File: config.mk
export PLATFORM = sky130hd
export DESIGN_NAME = rivc_core
export DESIGN_NICKNAME = d
export VERILOG_FILES = /design/src/hw/rivc_pkg.sv /design/src/hw/rivc_core.sv
export VERILOG_INCLUDE_DIRS = /design/src /design/src/hw
export SDC_FILE = /design/constraint.sdc
export NUM_CORES = 1
export LEC_CHECK = 0
export BUFFER_PORTS_ARGS = -buffer_cell sky130_fd_sc_hd__buf_2
export CAP_MARGIN = 30
export CORE_UTILIZATION = 50
export CTS_CLUSTER_DIAMETER = 30
export DETAILED_ROUTE_END_ITERATION = 10
export PLACE_DENSITY = 0.75
export SLEW_MARGIN = 25
export SYNTH_ARGS = -nofsm -noshare
export SYNTH_HDL_FRONTEND = slang
export SYNTH_SLANG_ARGS = --single-unit
File: constraint.sdc
create_clock -name clk_i -period 15.55 [get_ports clk_i]
set_clock_uncertainty 0.1 [all_clocks]
set_input_delay 3.11 -clock clk_i [delete_from_list [all_inputs] [get_ports clk_i]]
set_output_delay 3.11 -clock clk_i [all_outputs]
set_load 0.005 [all_outputs]
File: src/hw/rivc_defines.svh
// Purpose: offsets, field positions, reset values and timing counts
// Assumes: APB byte addresses, one 32-bit word per register
// Notes:   definitions only
`ifndef RIVC_DEFINES_SVH
`define RIVC_DEFINES_SVH

// printed offset 0x39 is not a multiple of four: index kept, byte address is 4x
`define RIVC_OPT_IDX        8'h39
`define RIVC_OPT_ADDR       12'h0E4
`define RIVC_PROMO_ADDR     12'h0E8
`define RIVC_KBST_ADDR      12'h0EC
`define RIVC_SRCEN_ADDR     12'h0F0
`define RIVC_VEC_ADDR       12'h0F4
`define RIVC_SCIST_ADDR     12'h0F8
`define RIVC_SCIDAT_ADDR    12'h0FC
`define RIVC_CTRL_ADDR      12'h100

`define RIVC_OPT_RESET      8'h10
`define RIVC_OPT_MASK       8'hFB
`define RIVC_OPT_ONCE_MASK  8'h33
`define RIVC_BIT_EDGE       5
`define RIVC_BIT_DLY        4
`define RIVC_BIT_CME        3
`define RIVC_PROMO_RESET    4'h6

`define RIVC_ONCE_WINDOW    7'd64
`define RIVC_OSC_DELAY      12'd4064
`define RIVC_CLKMON_LIMIT   8'd200
`define RIVC_WD_BASE        15

`define RIVC_VEC_RESET      16'hFFFE
`define RIVC_VEC_CLKMON     16'hFFFC
`define RIVC_VEC_WDOG       16'hFFFA
`define RIVC_VEC_ILLOP      16'hFFF8
`define RIVC_VEC_SWI        16'hFFF6
`define RIVC_VEC_NMI        16'hFFF4
`define RIVC_VEC_IRQ        16'hFFF2
`define RIVC_VEC_RTI        16'hFFF0
`define RIVC_VEC_IC1        16'hFFEE
`define RIVC_VEC_SHARED     16'hFFE0
`define RIVC_VEC_TOV        16'hFFDE
`define RIVC_VEC_PAOV       16'hFFDC
`define RIVC_VEC_PAEDGE     16'hFFDA
`define RIVC_VEC_SPI        16'hFFD8
`define RIVC_VEC_SCI        16'hFFD6
`define RIVC_VEC_NONE       16'h0000

`endif

File: src/hw/rivc_pkg.sv
// Purpose: types shared by the vectoring block
// Assumes: constants live in rivc_defines.svh
// Notes:   none
package rivc_pkg;
    typedef struct packed {
        logic       receive_full_flag;
        logic       overrun;
        logic       tx_empty;
        logic       tx_done;
        logic       idle_line;
    } rivc_sci_t;

    typedef struct packed {
        logic [7:0] ic_oc;      // ic1..ic3 at 2:0, oc1..oc4 at 6:3, shared at 7
        logic       tov;
        logic       pa_ovf;
        logic       pa_edge;
        logic       spi_done;
        logic       rti;
        logic       handshake;
    } rivc_periph_t;

    typedef enum logic [1:0] {
        RIVC_RUN,
        RIVC_STOPPED,
        RIVC_WAKE
    } rivc_stop_t;
endpackage : rivc_pkg

File: src/hw/rivc_core.sv
// Purpose: reset and interrupt vector selection with system options register
// Assumes: E clock is the 200 MHz clk_i; request pins are asynchronous
// Notes:   APB slave for options, promotion, keyboard status and enables
//
// Contract
// - three reset vectors separate from interrupt vectors
// - thirty sources behind eighteen vectors
// - maskable requests need global mask clear
// - each maskable source gated by local enable, except handshake
// - promotion writable only while mask set
// - external, keyboard, handshake share level-5 vector
// - keyboard status clears when read
// - receive-full clears after status then data read
// - serial vector combines five enabled flags
// - fixed vectors for serial, accumulator, timer, periodic
// - timer channel vectors ranked eight to seventeen
// - nonmaskable pin gated by X; traps unmaskable
// - reset vectors: external, clock monitor, watchdog
// - once-bits writable once in first 64 cycles
// - edge-select picks level or falling edge
// - stop-exit delay when delay bit set
// - clock monitor enable arms failure reset on long-held slow indication
// - watchdog rate divides by 2^15..2^21
// - bit two reads zero; reset value 0x10
//
// The APB interface to the registers was decided locally.
`timescale 1ns/1ps
`include "rivc_defines.svh"

module rivc_core
    import rivc_pkg::*;
(
    input  wire logic              clk_i,
    input  wire logic              reset_n_i,
    input  wire logic              psel_i,
    input  wire logic              penable_i,
    input  wire logic              pwrite_i,
    input  wire logic [11:0]       paddr_i,
    input  wire logic [31:0]       pwdata_i,
    output logic      [31:0]       prdata_o,
    output logic                   pready_o,
    output logic                   pslverr_o,
    input  wire logic              irq_n_pin_i,
    input  wire logic [6:0]        keyboard_irq_n_i,
    input  wire logic              nonmaskable_request_pin_n_i,
    input  wire logic              ext_reset_n_i,
    input  wire logic              clk_slow_i,
    input  wire logic              i_mask_i,
    input  wire logic              x_mask_i,
    input  wire logic              swi_i,
    input  wire logic              illegal_op_i,
    input  wire logic              special_mode_i,
    input  wire logic              watchdog_disable_i,
    input  wire logic              watchdog_service_i,
    input  wire logic              stop_i,
    input  wire logic              stop_wake_i,
    input  wire rivc_sci_t         sci_i,
    input  wire rivc_periph_t      periph_i,
    output logic      [15:0]       vector_o,
    output logic                   vector_valid_o,
    output logic                   reset_req_o,
    output logic                   clock_run_o
);

    logic [1:0]  irq_sync_r;
    logic [1:0]  nmi_sync_r;
    logic [1:0]  rst_sync_r;
    logic [1:0]  slow_sync_r;
    logic [13:0] kb_sync_r;
    logic        irq_prev_r;
    logic        irq_edge_seen_r;
    logic [7:0]  options_r;
    logic        once_done_r;
    logic [6:0]  age_r;
    logic [3:0]  promo_r;
    logic [7:0]  kb_status_r;
    logic [6:0]  keyboard_irq_enables_r;
    logic        irq_enable_r;
    logic [4:0]  sci_en_r;      // receive, tx empty, tx done, idle, spare
    logic [13:0] periph_en_r;
    logic        receive_full_flag_r;
    logic        sts_armed_r;
    logic [20:0] wd_cnt_r;
    logic        wd_fail_r;
    logic [7:0]  slow_cnt_r;
    logic        clkmon_fail_r;
    rivc_stop_t  stop_st_r;
    logic [11:0] osc_cnt_r;
    logic [31:0] rd_nxt;
    logic [15:0] vec_nxt;
    logic        vec_valid_nxt;
    logic        reset_nxt;
    logic [4:0]  best_lvl;
    logic [4:0]  lvl;
    logic [15:0] best_vec;
    logic [15:0] req_vec   [15];
    logic [4:0]  req_lvl   [15];
    logic [14:0] req_act;
    logic [3:0]  req_code  [15];
    logic        access;
    logic        wr;
    logic        rd;
    logic        kb_read;
    logic [6:0]  kb_fall;
    logic        irq_active;
    logic        dly_busy;

    assign access = psel_i & penable_i & pready_o;   // acted on once, at the ready edge
    assign wr     = access & pwrite_i;
    assign rd     = access & ~pwrite_i;
    assign kb_read = rd && (paddr_i == `RIVC_KBST_ADDR);

    // pins pass two flops before any use
    always_ff @(posedge clk_i or negedge reset_n_i) begin
        if (!reset_n_i) begin
            irq_sync_r  <= 2'b11;
            nmi_sync_r  <= 2'b11;
            rst_sync_r  <= 2'b11;
            slow_sync_r <= 2'b00;
            kb_sync_r   <= 14'h3FFF;
        end else begin
            irq_sync_r  <= {irq_sync_r[0], irq_n_pin_i};
            nmi_sync_r  <= {nmi_sync_r[0], nonmaskable_request_pin_n_i};
            rst_sync_r  <= {rst_sync_r[0], ext_reset_n_i};
            slow_sync_r <= {slow_sync_r[0], clk_slow_i};
            kb_sync_r   <= {kb_sync_r[6:0], keyboard_irq_n_i};
        end
    end

    // external request: level or latched falling edge
    always_ff @(posedge clk_i or negedge reset_n_i) begin
        if (!reset_n_i) begin
            irq_prev_r      <= 1'b1;
            irq_edge_seen_r <= 1'b0;
        end else begin
            irq_prev_r <= irq_sync_r[1];
            if (irq_prev_r && !irq_sync_r[1])
                irq_edge_seen_r <= 1'b1;
            else if (vector_valid_o && vector_o == `RIVC_VEC_IRQ)
                irq_edge_seen_r <= 1'b0;
        end
    end
    assign irq_active = options_r[`RIVC_BIT_EDGE] ? irq_edge_seen_r : ~irq_sync_r[1];

    always_ff @(posedge clk_i or negedge reset_n_i) begin
        if (!reset_n_i) begin
            options_r   <= `RIVC_OPT_RESET;
            once_done_r <= 1'b0;
            age_r       <= 7'd0;
        end else begin
            if (age_r != `RIVC_ONCE_WINDOW)
                age_r <= age_r + 7'd1;
            if (wr && paddr_i == `RIVC_OPT_ADDR) begin
                if (special_mode_i || (!once_done_r && age_r < `RIVC_ONCE_WINDOW)) begin
                    options_r   <= pwdata_i[7:0] & `RIVC_OPT_MASK;
                    once_done_r <= 1'b1;
                end else begin
                    options_r <= (options_r & `RIVC_OPT_ONCE_MASK)
                               | (pwdata_i[7:0] & `RIVC_OPT_MASK & ~`RIVC_OPT_ONCE_MASK);
                end
            end
        end
    end

    always_ff @(posedge clk_i or negedge reset_n_i) begin
        if (!reset_n_i) begin
            promo_r                <= `RIVC_PROMO_RESET;
            keyboard_irq_enables_r <= 7'h00;
            irq_enable_r           <= 1'b0;
            sci_en_r               <= 5'h00;
            periph_en_r            <= 14'h0000;
        end else if (wr) begin
            if (paddr_i == `RIVC_PROMO_ADDR && i_mask_i)
                promo_r <= pwdata_i[3:0];
            if (paddr_i == `RIVC_SRCEN_ADDR) begin
                keyboard_irq_enables_r <= pwdata_i[6:0];
                irq_enable_r           <= pwdata_i[7];
                sci_en_r               <= pwdata_i[12:8];
                periph_en_r            <= pwdata_i[26:13];
            end
        end
    end

    // keyboard status, set wins over read clear
    assign kb_fall = ~kb_sync_r[13:7] & keyboard_irq_enables_r;
    always_ff @(posedge clk_i or negedge reset_n_i) begin
        if (!reset_n_i)
            kb_status_r <= 8'h00;
        else
            kb_status_r <= (kb_read ? 8'h00 : kb_status_r)
                         | {irq_enable_r & irq_active, kb_fall};
    end

    // receive-full: status read while set, then data read
    always_ff @(posedge clk_i or negedge reset_n_i) begin
        if (!reset_n_i) begin
            receive_full_flag_r      <= 1'b0;
            sts_armed_r <= 1'b0;
        end else begin
            if (rd && paddr_i == `RIVC_SCIST_ADDR && receive_full_flag_r)
                sts_armed_r <= 1'b1;
            else if (rd && paddr_i == `RIVC_SCIDAT_ADDR)
                sts_armed_r <= 1'b0;
            if (sci_i.receive_full_flag)
                receive_full_flag_r <= 1'b1;
            else if (rd && paddr_i == `RIVC_SCIDAT_ADDR && sts_armed_r)
                receive_full_flag_r <= 1'b0;
        end
    end

    always_ff @(posedge clk_i or negedge reset_n_i) begin
        if (!reset_n_i) begin
            wd_cnt_r  <= 21'd0;
            wd_fail_r <= 1'b0;
        end else if (watchdog_service_i || watchdog_disable_i) begin
            wd_cnt_r  <= 21'd0;
            wd_fail_r <= 1'b0;
        end else begin
            wd_cnt_r <= wd_cnt_r + 21'd1;
            if (wd_cnt_r == 21'((22'd1 << (`RIVC_WD_BASE + 2 * options_r[1:0])) - 22'd1))
                wd_fail_r <= 1'b1;
        end
    end

    // clock monitor: a long-held slow indication is a failure
    always_ff @(posedge clk_i or negedge reset_n_i) begin
        if (!reset_n_i) begin
            slow_cnt_r    <= 8'd0;
            clkmon_fail_r <= 1'b0;
        end else if (!options_r[`RIVC_BIT_CME] || !slow_sync_r[1]) begin
            slow_cnt_r    <= 8'd0;
            clkmon_fail_r <= 1'b0;
        end else if (slow_cnt_r == `RIVC_CLKMON_LIMIT) begin
            clkmon_fail_r <= 1'b1;
        end else begin
            slow_cnt_r <= slow_cnt_r + 8'd1;
        end
    end

    assign dly_busy = (stop_st_r == RIVC_WAKE);
    always_ff @(posedge clk_i or negedge reset_n_i) begin
        if (!reset_n_i) begin
            stop_st_r <= RIVC_RUN;
            osc_cnt_r <= 12'd0;
        end else begin
            case (stop_st_r)
                RIVC_RUN:
                    if (stop_i)
                        stop_st_r <= RIVC_STOPPED;
                RIVC_STOPPED:
                    if (stop_wake_i) begin
                        osc_cnt_r <= 12'd0;
                        stop_st_r <= options_r[`RIVC_BIT_DLY] ? RIVC_WAKE
                                                             : RIVC_RUN;
                    end
                RIVC_WAKE:
                    if (osc_cnt_r == `RIVC_OSC_DELAY - 12'd1)
                        stop_st_r <= RIVC_RUN;
                    else
                        osc_cnt_r <= osc_cnt_r + 12'd1;
                default:
                    stop_st_r <= RIVC_RUN;
            endcase
        end
    end

    // maskable source table: vector, level, promotion code, request
    always_comb begin
        req_vec[0]  = `RIVC_VEC_SCI;    req_lvl[0]  = 5'd23; req_code[0]  = 4'h4;
        req_vec[1]  = `RIVC_VEC_SPI;    req_lvl[1]  = 5'd22; req_code[1]  = 4'h3;
        req_vec[2]  = `RIVC_VEC_PAEDGE; req_lvl[2]  = 5'd21; req_code[2]  = 4'h2;
        req_vec[3]  = `RIVC_VEC_PAOV;   req_lvl[3]  = 5'd20; req_code[3]  = 4'h1;
        req_vec[4]  = `RIVC_VEC_TOV;    req_lvl[4]  = 5'd19; req_code[4]  = 4'h0;
        req_vec[5]  = `RIVC_VEC_SHARED; req_lvl[5]  = 5'd17; req_code[5]  = 4'hF;
        req_vec[13] = `RIVC_VEC_RTI;    req_lvl[13] = 5'd7;  req_code[13] = 4'h7;
        req_vec[14] = `RIVC_VEC_IRQ;    req_lvl[14] = 5'd5;  req_code[14] = 4'h6;
        for (int k = 0; k < 7; k++) begin
            req_vec[6 + k]  = 16'(`RIVC_VEC_IC1 - 16'd12 + 16'd2 * 16'(k));
            req_lvl[6 + k]  = 5'(14 - k);
            req_code[6 + k] = 4'(4'hE - 4'(k));
        end
        req_act[0]  = (receive_full_flag_r | sci_i.overrun) & sci_en_r[0]
                    | sci_i.tx_empty & sci_en_r[1]
                    | sci_i.tx_done & sci_en_r[2]
                    | sci_i.idle_line & sci_en_r[3];
        req_act[1]  = periph_i.spi_done & periph_en_r[0];
        req_act[2]  = periph_i.pa_edge & periph_en_r[1];
        req_act[3]  = periph_i.pa_ovf & periph_en_r[2];
        req_act[4]  = periph_i.tov & periph_en_r[3];
        req_act[5]  = periph_i.ic_oc[7] & periph_en_r[4];
        for (int k = 0; k < 7; k++)
            req_act[6 + k] = periph_i.ic_oc[6 - k] & periph_en_r[5 + k];
        req_act[13] = periph_i.rti & periph_en_r[12];
        req_act[14] = periph_i.handshake | (|kb_status_r);
        if (i_mask_i)
            req_act = 15'h0000;
    end

    // arbitration: lowest level wins, promoted source above all maskable
    always_comb begin
        best_lvl = 5'd31;
        best_vec = `RIVC_VEC_NONE;
        for (int k = 0; k < 15; k++) begin
            lvl = (req_code[k] == promo_r || (k == 14 && promo_r == 4'h5)) ? 5'd0 : req_lvl[k];
            if (req_act[k] && lvl <= best_lvl) begin
                best_lvl = lvl;
                best_vec = req_vec[k];
            end
        end
        reset_nxt     = ~rst_sync_r[1] | clkmon_fail_r | wd_fail_r;
        vec_valid_nxt = 1'b1;
        if (!rst_sync_r[1])
            vec_nxt = `RIVC_VEC_RESET;
        else if (clkmon_fail_r)
            vec_nxt = `RIVC_VEC_CLKMON;
        else if (wd_fail_r)
            vec_nxt = `RIVC_VEC_WDOG;
        else if (illegal_op_i)
            vec_nxt = `RIVC_VEC_ILLOP;
        else if (swi_i)
            vec_nxt = `RIVC_VEC_SWI;
        else if (!nmi_sync_r[1] && !x_mask_i)
            vec_nxt = `RIVC_VEC_NMI;
        else begin
            vec_nxt       = best_vec;
            vec_valid_nxt = (best_lvl != 5'd31) && !dly_busy;
        end
    end

    always_ff @(posedge clk_i or negedge reset_n_i) begin
        if (!reset_n_i) begin
            vector_o       <= `RIVC_VEC_RESET;
            vector_valid_o <= 1'b0;
            reset_req_o    <= 1'b1;
            clock_run_o    <= 1'b1;
        end else begin
            vector_o       <= vec_nxt;
            vector_valid_o <= vec_valid_nxt;
            reset_req_o    <= reset_nxt;
            clock_run_o    <= (stop_st_r == RIVC_RUN);
        end
    end

    always_comb begin
        case (paddr_i)
            `RIVC_OPT_ADDR:    rd_nxt = {24'h000000, options_r};
            `RIVC_PROMO_ADDR:  rd_nxt = {28'h0000000, promo_r};
            `RIVC_KBST_ADDR:   rd_nxt = {24'h000000, kb_status_r};
            `RIVC_SRCEN_ADDR:  rd_nxt = {5'h00, periph_en_r, sci_en_r,
                                         irq_enable_r, keyboard_irq_enables_r};
            `RIVC_VEC_ADDR:    rd_nxt = {15'h0000, vector_valid_o, vector_o};
            `RIVC_SCIST_ADDR:  rd_nxt = {31'h00000000, receive_full_flag_r};
            `RIVC_CTRL_ADDR:   rd_nxt = {30'h00000000, stop_st_r};
            default:           rd_nxt = 32'h0000_0000;
        endcase
    end

    // one wait state: pready rises in the second access cycle
    always_ff @(posedge clk_i or negedge reset_n_i) begin
        if (!reset_n_i) begin
            pready_o  <= 1'b0;
            prdata_o  <= 32'h0000_0000;
            pslverr_o <= 1'b0;
        end else begin
            pready_o  <= psel_i & penable_i & ~pready_o;
            prdata_o  <= rd_nxt;
            pslverr_o <= psel_i & penable_i & ~pready_o & (paddr_i > `RIVC_CTRL_ADDR);
        end
    end

endmodule : rivc_core

# Word level (Yosys, flattened, before mapping)
# Cells that the tools add are included.
[classes]
order_cmp = 17
eq_ne = 36
bitwise_logic = 39
shifts = 1
n_reduce_logical = 52
muxes = 83
add_sub_neg = 6
[op_table]
columns = ["operator", "count"]
rows = [
  ["$mux 16", 21],
  ["$pmux 27 s7", 1],
  ["$mux 5", 21],
  ["$eq 12x8->1 const B", 7],
  ["$le 4x5->1", 7],
  ["$eq 4x4->1 const A", 8],
  ["$mux 8", 4],
  ["$mux 4", 7],
  ["$logic_and 1x1->1", 27],
  ["$le 5x5->1", 5],
  ["$and 1x1->1", 24],
  ["$mux 12", 2],
  ["$pmux 12 s2", 1],
  ["$add 21x1->21 const B", 1],
  ["$eq 21x21->1", 1],
  ["$mux 21", 1],
  ["$shl 1x5->21 const A", 1],
  ["$sub 21x1->21 const B", 1],
  ["$mux 1", 17],
  ["$eq 16x16->1 const B", 1],
  ["$mux 15", 1],
  ["$add 12x1->12 const B", 1],
  ["$eq 12x12->1 const B", 1],
  ["$eq 12x9->1 const B", 1],
  ["other kinds (35)", 72],
]
[word_totals]
regBits = 179
output_inout_bits = 53
inputBits = 88
word_cells = 265

# Logic depth before layout (Yosys ltp)
[depth]
word_depth = 58
depth_mapped = 95
depth_no_buf = 92

# Worst setup path after synthesis
# Ideal clock, no wire load.
[synth_timing]
kind = "input to register"
start = "input sci_i[2] (netlist name)"
end = "register vector_o[1]"
path_stages = 89
n_path_buf = 2
setup_slack_ns = -4.008
arrival_ns = 19.368
required_time_ns = 15.361
setup_time_ns = 0.089
path_cell_list = "a22oi_2 > a31oi_2 > a32oi_2 > inv_2 > ha_1 > nor4bb_1 > nor2_1 > o21a_1 > o22ai_1 > inv_1 > ha_1 > nor2_1 > nor3_2 > inv_1 > ha_1 > nor2b_1 > o21ai_0 > o31a_1 > (+53 left out) > or3_1 > buf_2 > or3_1 > ha_1 > nor2b_1 > o21a_1 > o21ai_0 > a211oi_1 > o21a_1 > a211oi_4 > inv_1 > mux2_2 > ha_1 > o311ai_1 > mux2_1 > nand4_1 > a2111oi_2 > a211oi_1"
[synth_via]
elab_chain_cells = 55
word_cells_on_any_way = 69
classes_between = "14 x order compare; 36 x mux; 4 x bitwise; 15 x reduce/logical"
[synth_rtl]
columns = ["item", "line_no", "text"]
rows = [
  ["from (decl)", "rivc_core.sv:57", "input wire rivc_sci_t sci_i,"],
  ["$and 1x1->1 *", "rivc_core.sv:283", "| sci_i.tx_empty & sci_en_r[1]"],
  ["$or 1x1->1 *", "rivc_core.sv:283", ""],
  ["$or 1x1->1 *", "rivc_core.sv:284", "| sci_i.tx_done & sci_en_r[2]"],
  ["$or 1x1->1 *", "rivc_core.sv:285", "| sci_i.idle_line & sci_en_r[3];"],
  ["$mux 15 *", "rivc_core.sv:295", "if (i_mask_i)"],
  ["$logic_and 1x1->1 *", "rivc_core.sv:305", "if (req_act[k] && lvl <= best_lvl) begin"],
  ["$mux 5", "rivc_core.sv:305", ""],
  ["$le 5x5->1", "rivc_core.sv:305", ""],
  ["(+40 left out)", "n/a", ""],
  ["$mux 16 *", "rivc_core.sv:305", ""],
  ["$mux 16 *", "rivc_core.sv:322", "else if (!nmi_sync_r[1] && !x_mask_i)"],
  ["$mux 16 *", "rivc_core.sv:320", "else if (swi_i)"],
  ["$mux 16 *", "rivc_core.sv:318", "else if (illegal_op_i)"],
  ["$mux 16 *", "rivc_core.sv:316", "else if (wd_fail_r)"],
  ["$mux 16 *", "rivc_core.sv:314", "else if (clkmon_fail_r)"],
  ["$mux 16 *", "rivc_core.sv:312", "if (!rst_sync_r[1])"],
  ["via vec_nxt[1]", "rivc_core.sv:90", "logic [15:0] vec_nxt;"],
  ["to (signal assigned)", "rivc_core.sv:332", "vector_o <= `RIVC_VEC_RESET;"],
  ["to (signal assigned)", "rivc_core.sv:337", "vector_o <= vec_nxt;"],
  ["to (decl)", "rivc_core.sv:59", "output logic [15:0] vector_o,"],
]
# The timed path passes the listed nets; every way through them passes the cells marked *.
# A chain may end at the register's enable or synchronous reset.

# Worst setup path in the final report
# Same ends and word-level chain as after synthesis.

==> results.toml <==
[synthesis]
yosysWarningCount = 0
yosys-top-cells-area = "dfrtp_1, dfstp_2, ha_1"
seq_area_frac_synth = 0.458
ys.flop_type = "dfrtp_1"
synth-edff-count = 0
synth.distinct_cells = 83
synth_area_leader_cell = "dfrtp_1"
netlist_area_sq_um = 8980
synth.avg_cell_area_sq_um = 9.62
syn_inst = 934
synth_async_sr_flop_share = 1.00
yosysTopAreaCellShare = 0.365
ys_ff_latch = 163

[die]
die_y_microns = 136
die_w_microns = 136
core_sq_um = 17400
rows = 48
die_area_sq_um = 18500
initial_core_util = 0.516
io_pins = 141

[route]
avgRoutedWirePerCell_microns = 18.2
drtIter0Drc = 718
num_vias = 8711
drt-total-wl_microns = 27000
viasPerCell = 5.88
drt_first_pass_iters = 5
ant_nets = 0
drc = 0

[timing]
fmax_mhz = 53.9
fin_crit_sh = 1.19
worst_pin_slew_ns = 0.952
finalSetupTns_ns = -20.71
setup_slack_ns = -3.01
setup_viol_count_final = 7
drv_slew = 0
fin_crit_ns = 18.56
grt_setup_unrepaired = "yes"
hold_viol = 0
hold_slack_ns = 0.255
relSlewSlack = 0.359

[setup_path]
crit_type = "input pin to flop"
r2r-end = "vector_o[1]"
r2r-start = "promo_r[2]"
setup.worst_path.start_class = "input pin"
worst_setup_path_end_kind = "flop"
arrival_ns = 18.80
cp_top_family = "compound AO/OA/AOI/OAI gates"
slowest_delay_ns = 0.39
critical-path-slowest-cell = "or3_1"
path_buf_inv = 7
worstPathRequired_ns = 15.79
critPathMaxFanout = 4
rr_worst_depth = 86
critPathMostFrequentCell = "ha_4"
rrSetupSlack_ns = -0.69

[clocking]
clock_tree.root_cell = "clkbuf_16"
htreeDepth = 4
cts_buffers = 17
cts_tree = "built"
clkTransAtPathRegs_ns = 0.07
clk_latency_ns = 0.44
hold_buffers = 0
clock_path_buffers = 2
cts.sinks = 163

[power_and_ir_drop]
powerDensity_nw_per_um2 = 72.6
ir_drop_mv = 0.0801
p_leak_nw = 6.09

[global_route]
grt_max_degree = 80
gr-usage-all-layers = 0.288
grt_first_pass_wirelength_microns = 41700
grt_overflow = 0
grt_pass1_vias = 8675
antenna_found_initial = 3

[cells_and_area]
syn_to_final_growth_pct = 37.8
fin_util = 0.711
nNetsFinal = 1366
fin_cells = 1482
multi_input_area_sq_um = 5090
fill_cells = 1216
design_area_sq_um = 12400
layout.area.seq_sq_um = 4120
drive_gt1_frac = 0.419

[worst_hold_path]
min_from = "kb_sync_r[6]"
min_path_cells = 0
hold_class = "flop to flop"
holdPathEnd = "kb_sync_r[13]"

[placement]
hpwl_microns = 17900
placed_cells = 1393
place_area_sq_um = 11100
numPortBuffers = 129
gp_congestion = 0.891

[job]
drv_cap = 0

[status]
violations = "setup timing"
status = "finished, violations left"
[area by class of cell]
type / instances / area share
clock buffers: 19 / 0.0350
diodes: 2 / 0.000404
inverters: 44 / 0.0137
well taps: 225 / 0.0227
clock inverters: 13 / 0.0133
multi-input cells: 696 / 0.411
repair buffers: 320 / 0.172
flip-flops and latches: 163 / 0.333
[kinds of logic (layout without fill, tap and decap cells)]
kind of cell             Yosys count  after routing  share of synthesized area
AND/OR/NAND/NOR                  397            397                      0.218
AO/OA/AOI/OAI                    181            181                      0.147
flip-flops                       163            163                      0.458
buffers and inverters             80            396                     0.0412
multiplexers                      41             41                     0.0507
adder cells (fa/ha/maj)           36             36                     0.0501
XOR/XNOR                          35             35                     0.0341
other                              1              8                   0.000417
[Yosys cell counts, drive strengths merged, types with 10 or more instances]
library cell  count
and3             33
nand3            55
xnor2            13
o21ai            41
dfstp            32
nor3             26
nor2b            11
dfrtp           131
a22oi            15
nor2             90
nand2           106
buf              22
or3              17
a21oi            36
mux2             36
nand4            15
clkbuf           14
xor2             22
nor4             10
ha               36
inv              44
[placed cells by master (no fill, tap or decap), drive strengths merged, types with 36 or more instances in the layout]
cell type,n
nand3,55
buf,319
mux2,36
nand2,106
dfrtp,131
inv,50
ha,36
nor2,90
o21ai,41
a21oi,36
[worst max path at each step]
stage                        start              to  depth (start not counted)
final                     sci_i[2]     vector_o[1]                         88
after global routing      sci_i[2]  vector_valid_o                         92
after CTS                 sci_i[2]     vector_o[1]                         88
after detailed placement  sci_i[2]     vector_o[1]                         89
after global placement    sci_i[2]     vector_o[1]                         88
after floorplan           sci_i[2]     vector_o[1]                         89
[worst reg2reg max path, delay by kind of cell, from the launching register on]
family	cells	cell delay (ns)
AOI/OAI and AO/OA	34	6.05
and+or+nand+nor	29	4.27
adders and majority gates	13	3.32
muxes	4	1.23
buffers and inverters	6	0.58
DFF	1	0.55
[routing by layer]
metal | vias to the layer above | GRT usage | wire, microns
met5 | - | 0 | 0
met4 | 0 | 0.122 | 1020
met3 | 105 | 0.0466 | 1640
met2 | 372 | 0.497 | 13400
met1 | 4255 | 0.356 | 10900
li1 | 3979 | - | -
[sequential cells by signal, summed over array words and instances (netlist names), 4 cells and up]
| name | flops |
|---|---|
| osc_cnt_r | 12 |
| slow_cnt_r | 8 |
| keyboard_irq_enables_r | 7 |
| age_r | 7 |
| promo_r | 4 |
| kb_status_r | 8 |
| periph_en_r | 14 |
| sci_en_r | 5 |
| options_r | 7 |
| kb_sync_r | 14 |
| vector_o | 6 |
| prdata_o | 27 |
| wd_cnt_r | 21 |
[stage by stage]
step | total power, mW | setup WS [ns]
after floorplan | 0.453 | -3.05
after global placement | 0.478 | -3.01
after detailed placement | 0.480 | -3.39
after CTS | 0.903 | -2.60
after global routing | 0.925 | -3.59
final | 0.899 | -3.01
[what timing repair did]
action,4_1_cts,5_1_grt
setup buffers,42,12
endpoints found under the hold margin,0,0
endpoints found under the setup margin,7,7
gates resized for setup,26,28
pin swaps,21,14
[where the power goes]
part | internal, mW | switching, mW | total (mW)
combinational | 0.0143 | 0.0224 | 0.0366
sequential | 0.432 | 0.00402 | 0.436
clock | 0.230 | 0.196 | 0.426
Note: power is estimated with default switching activity, not from simulation.
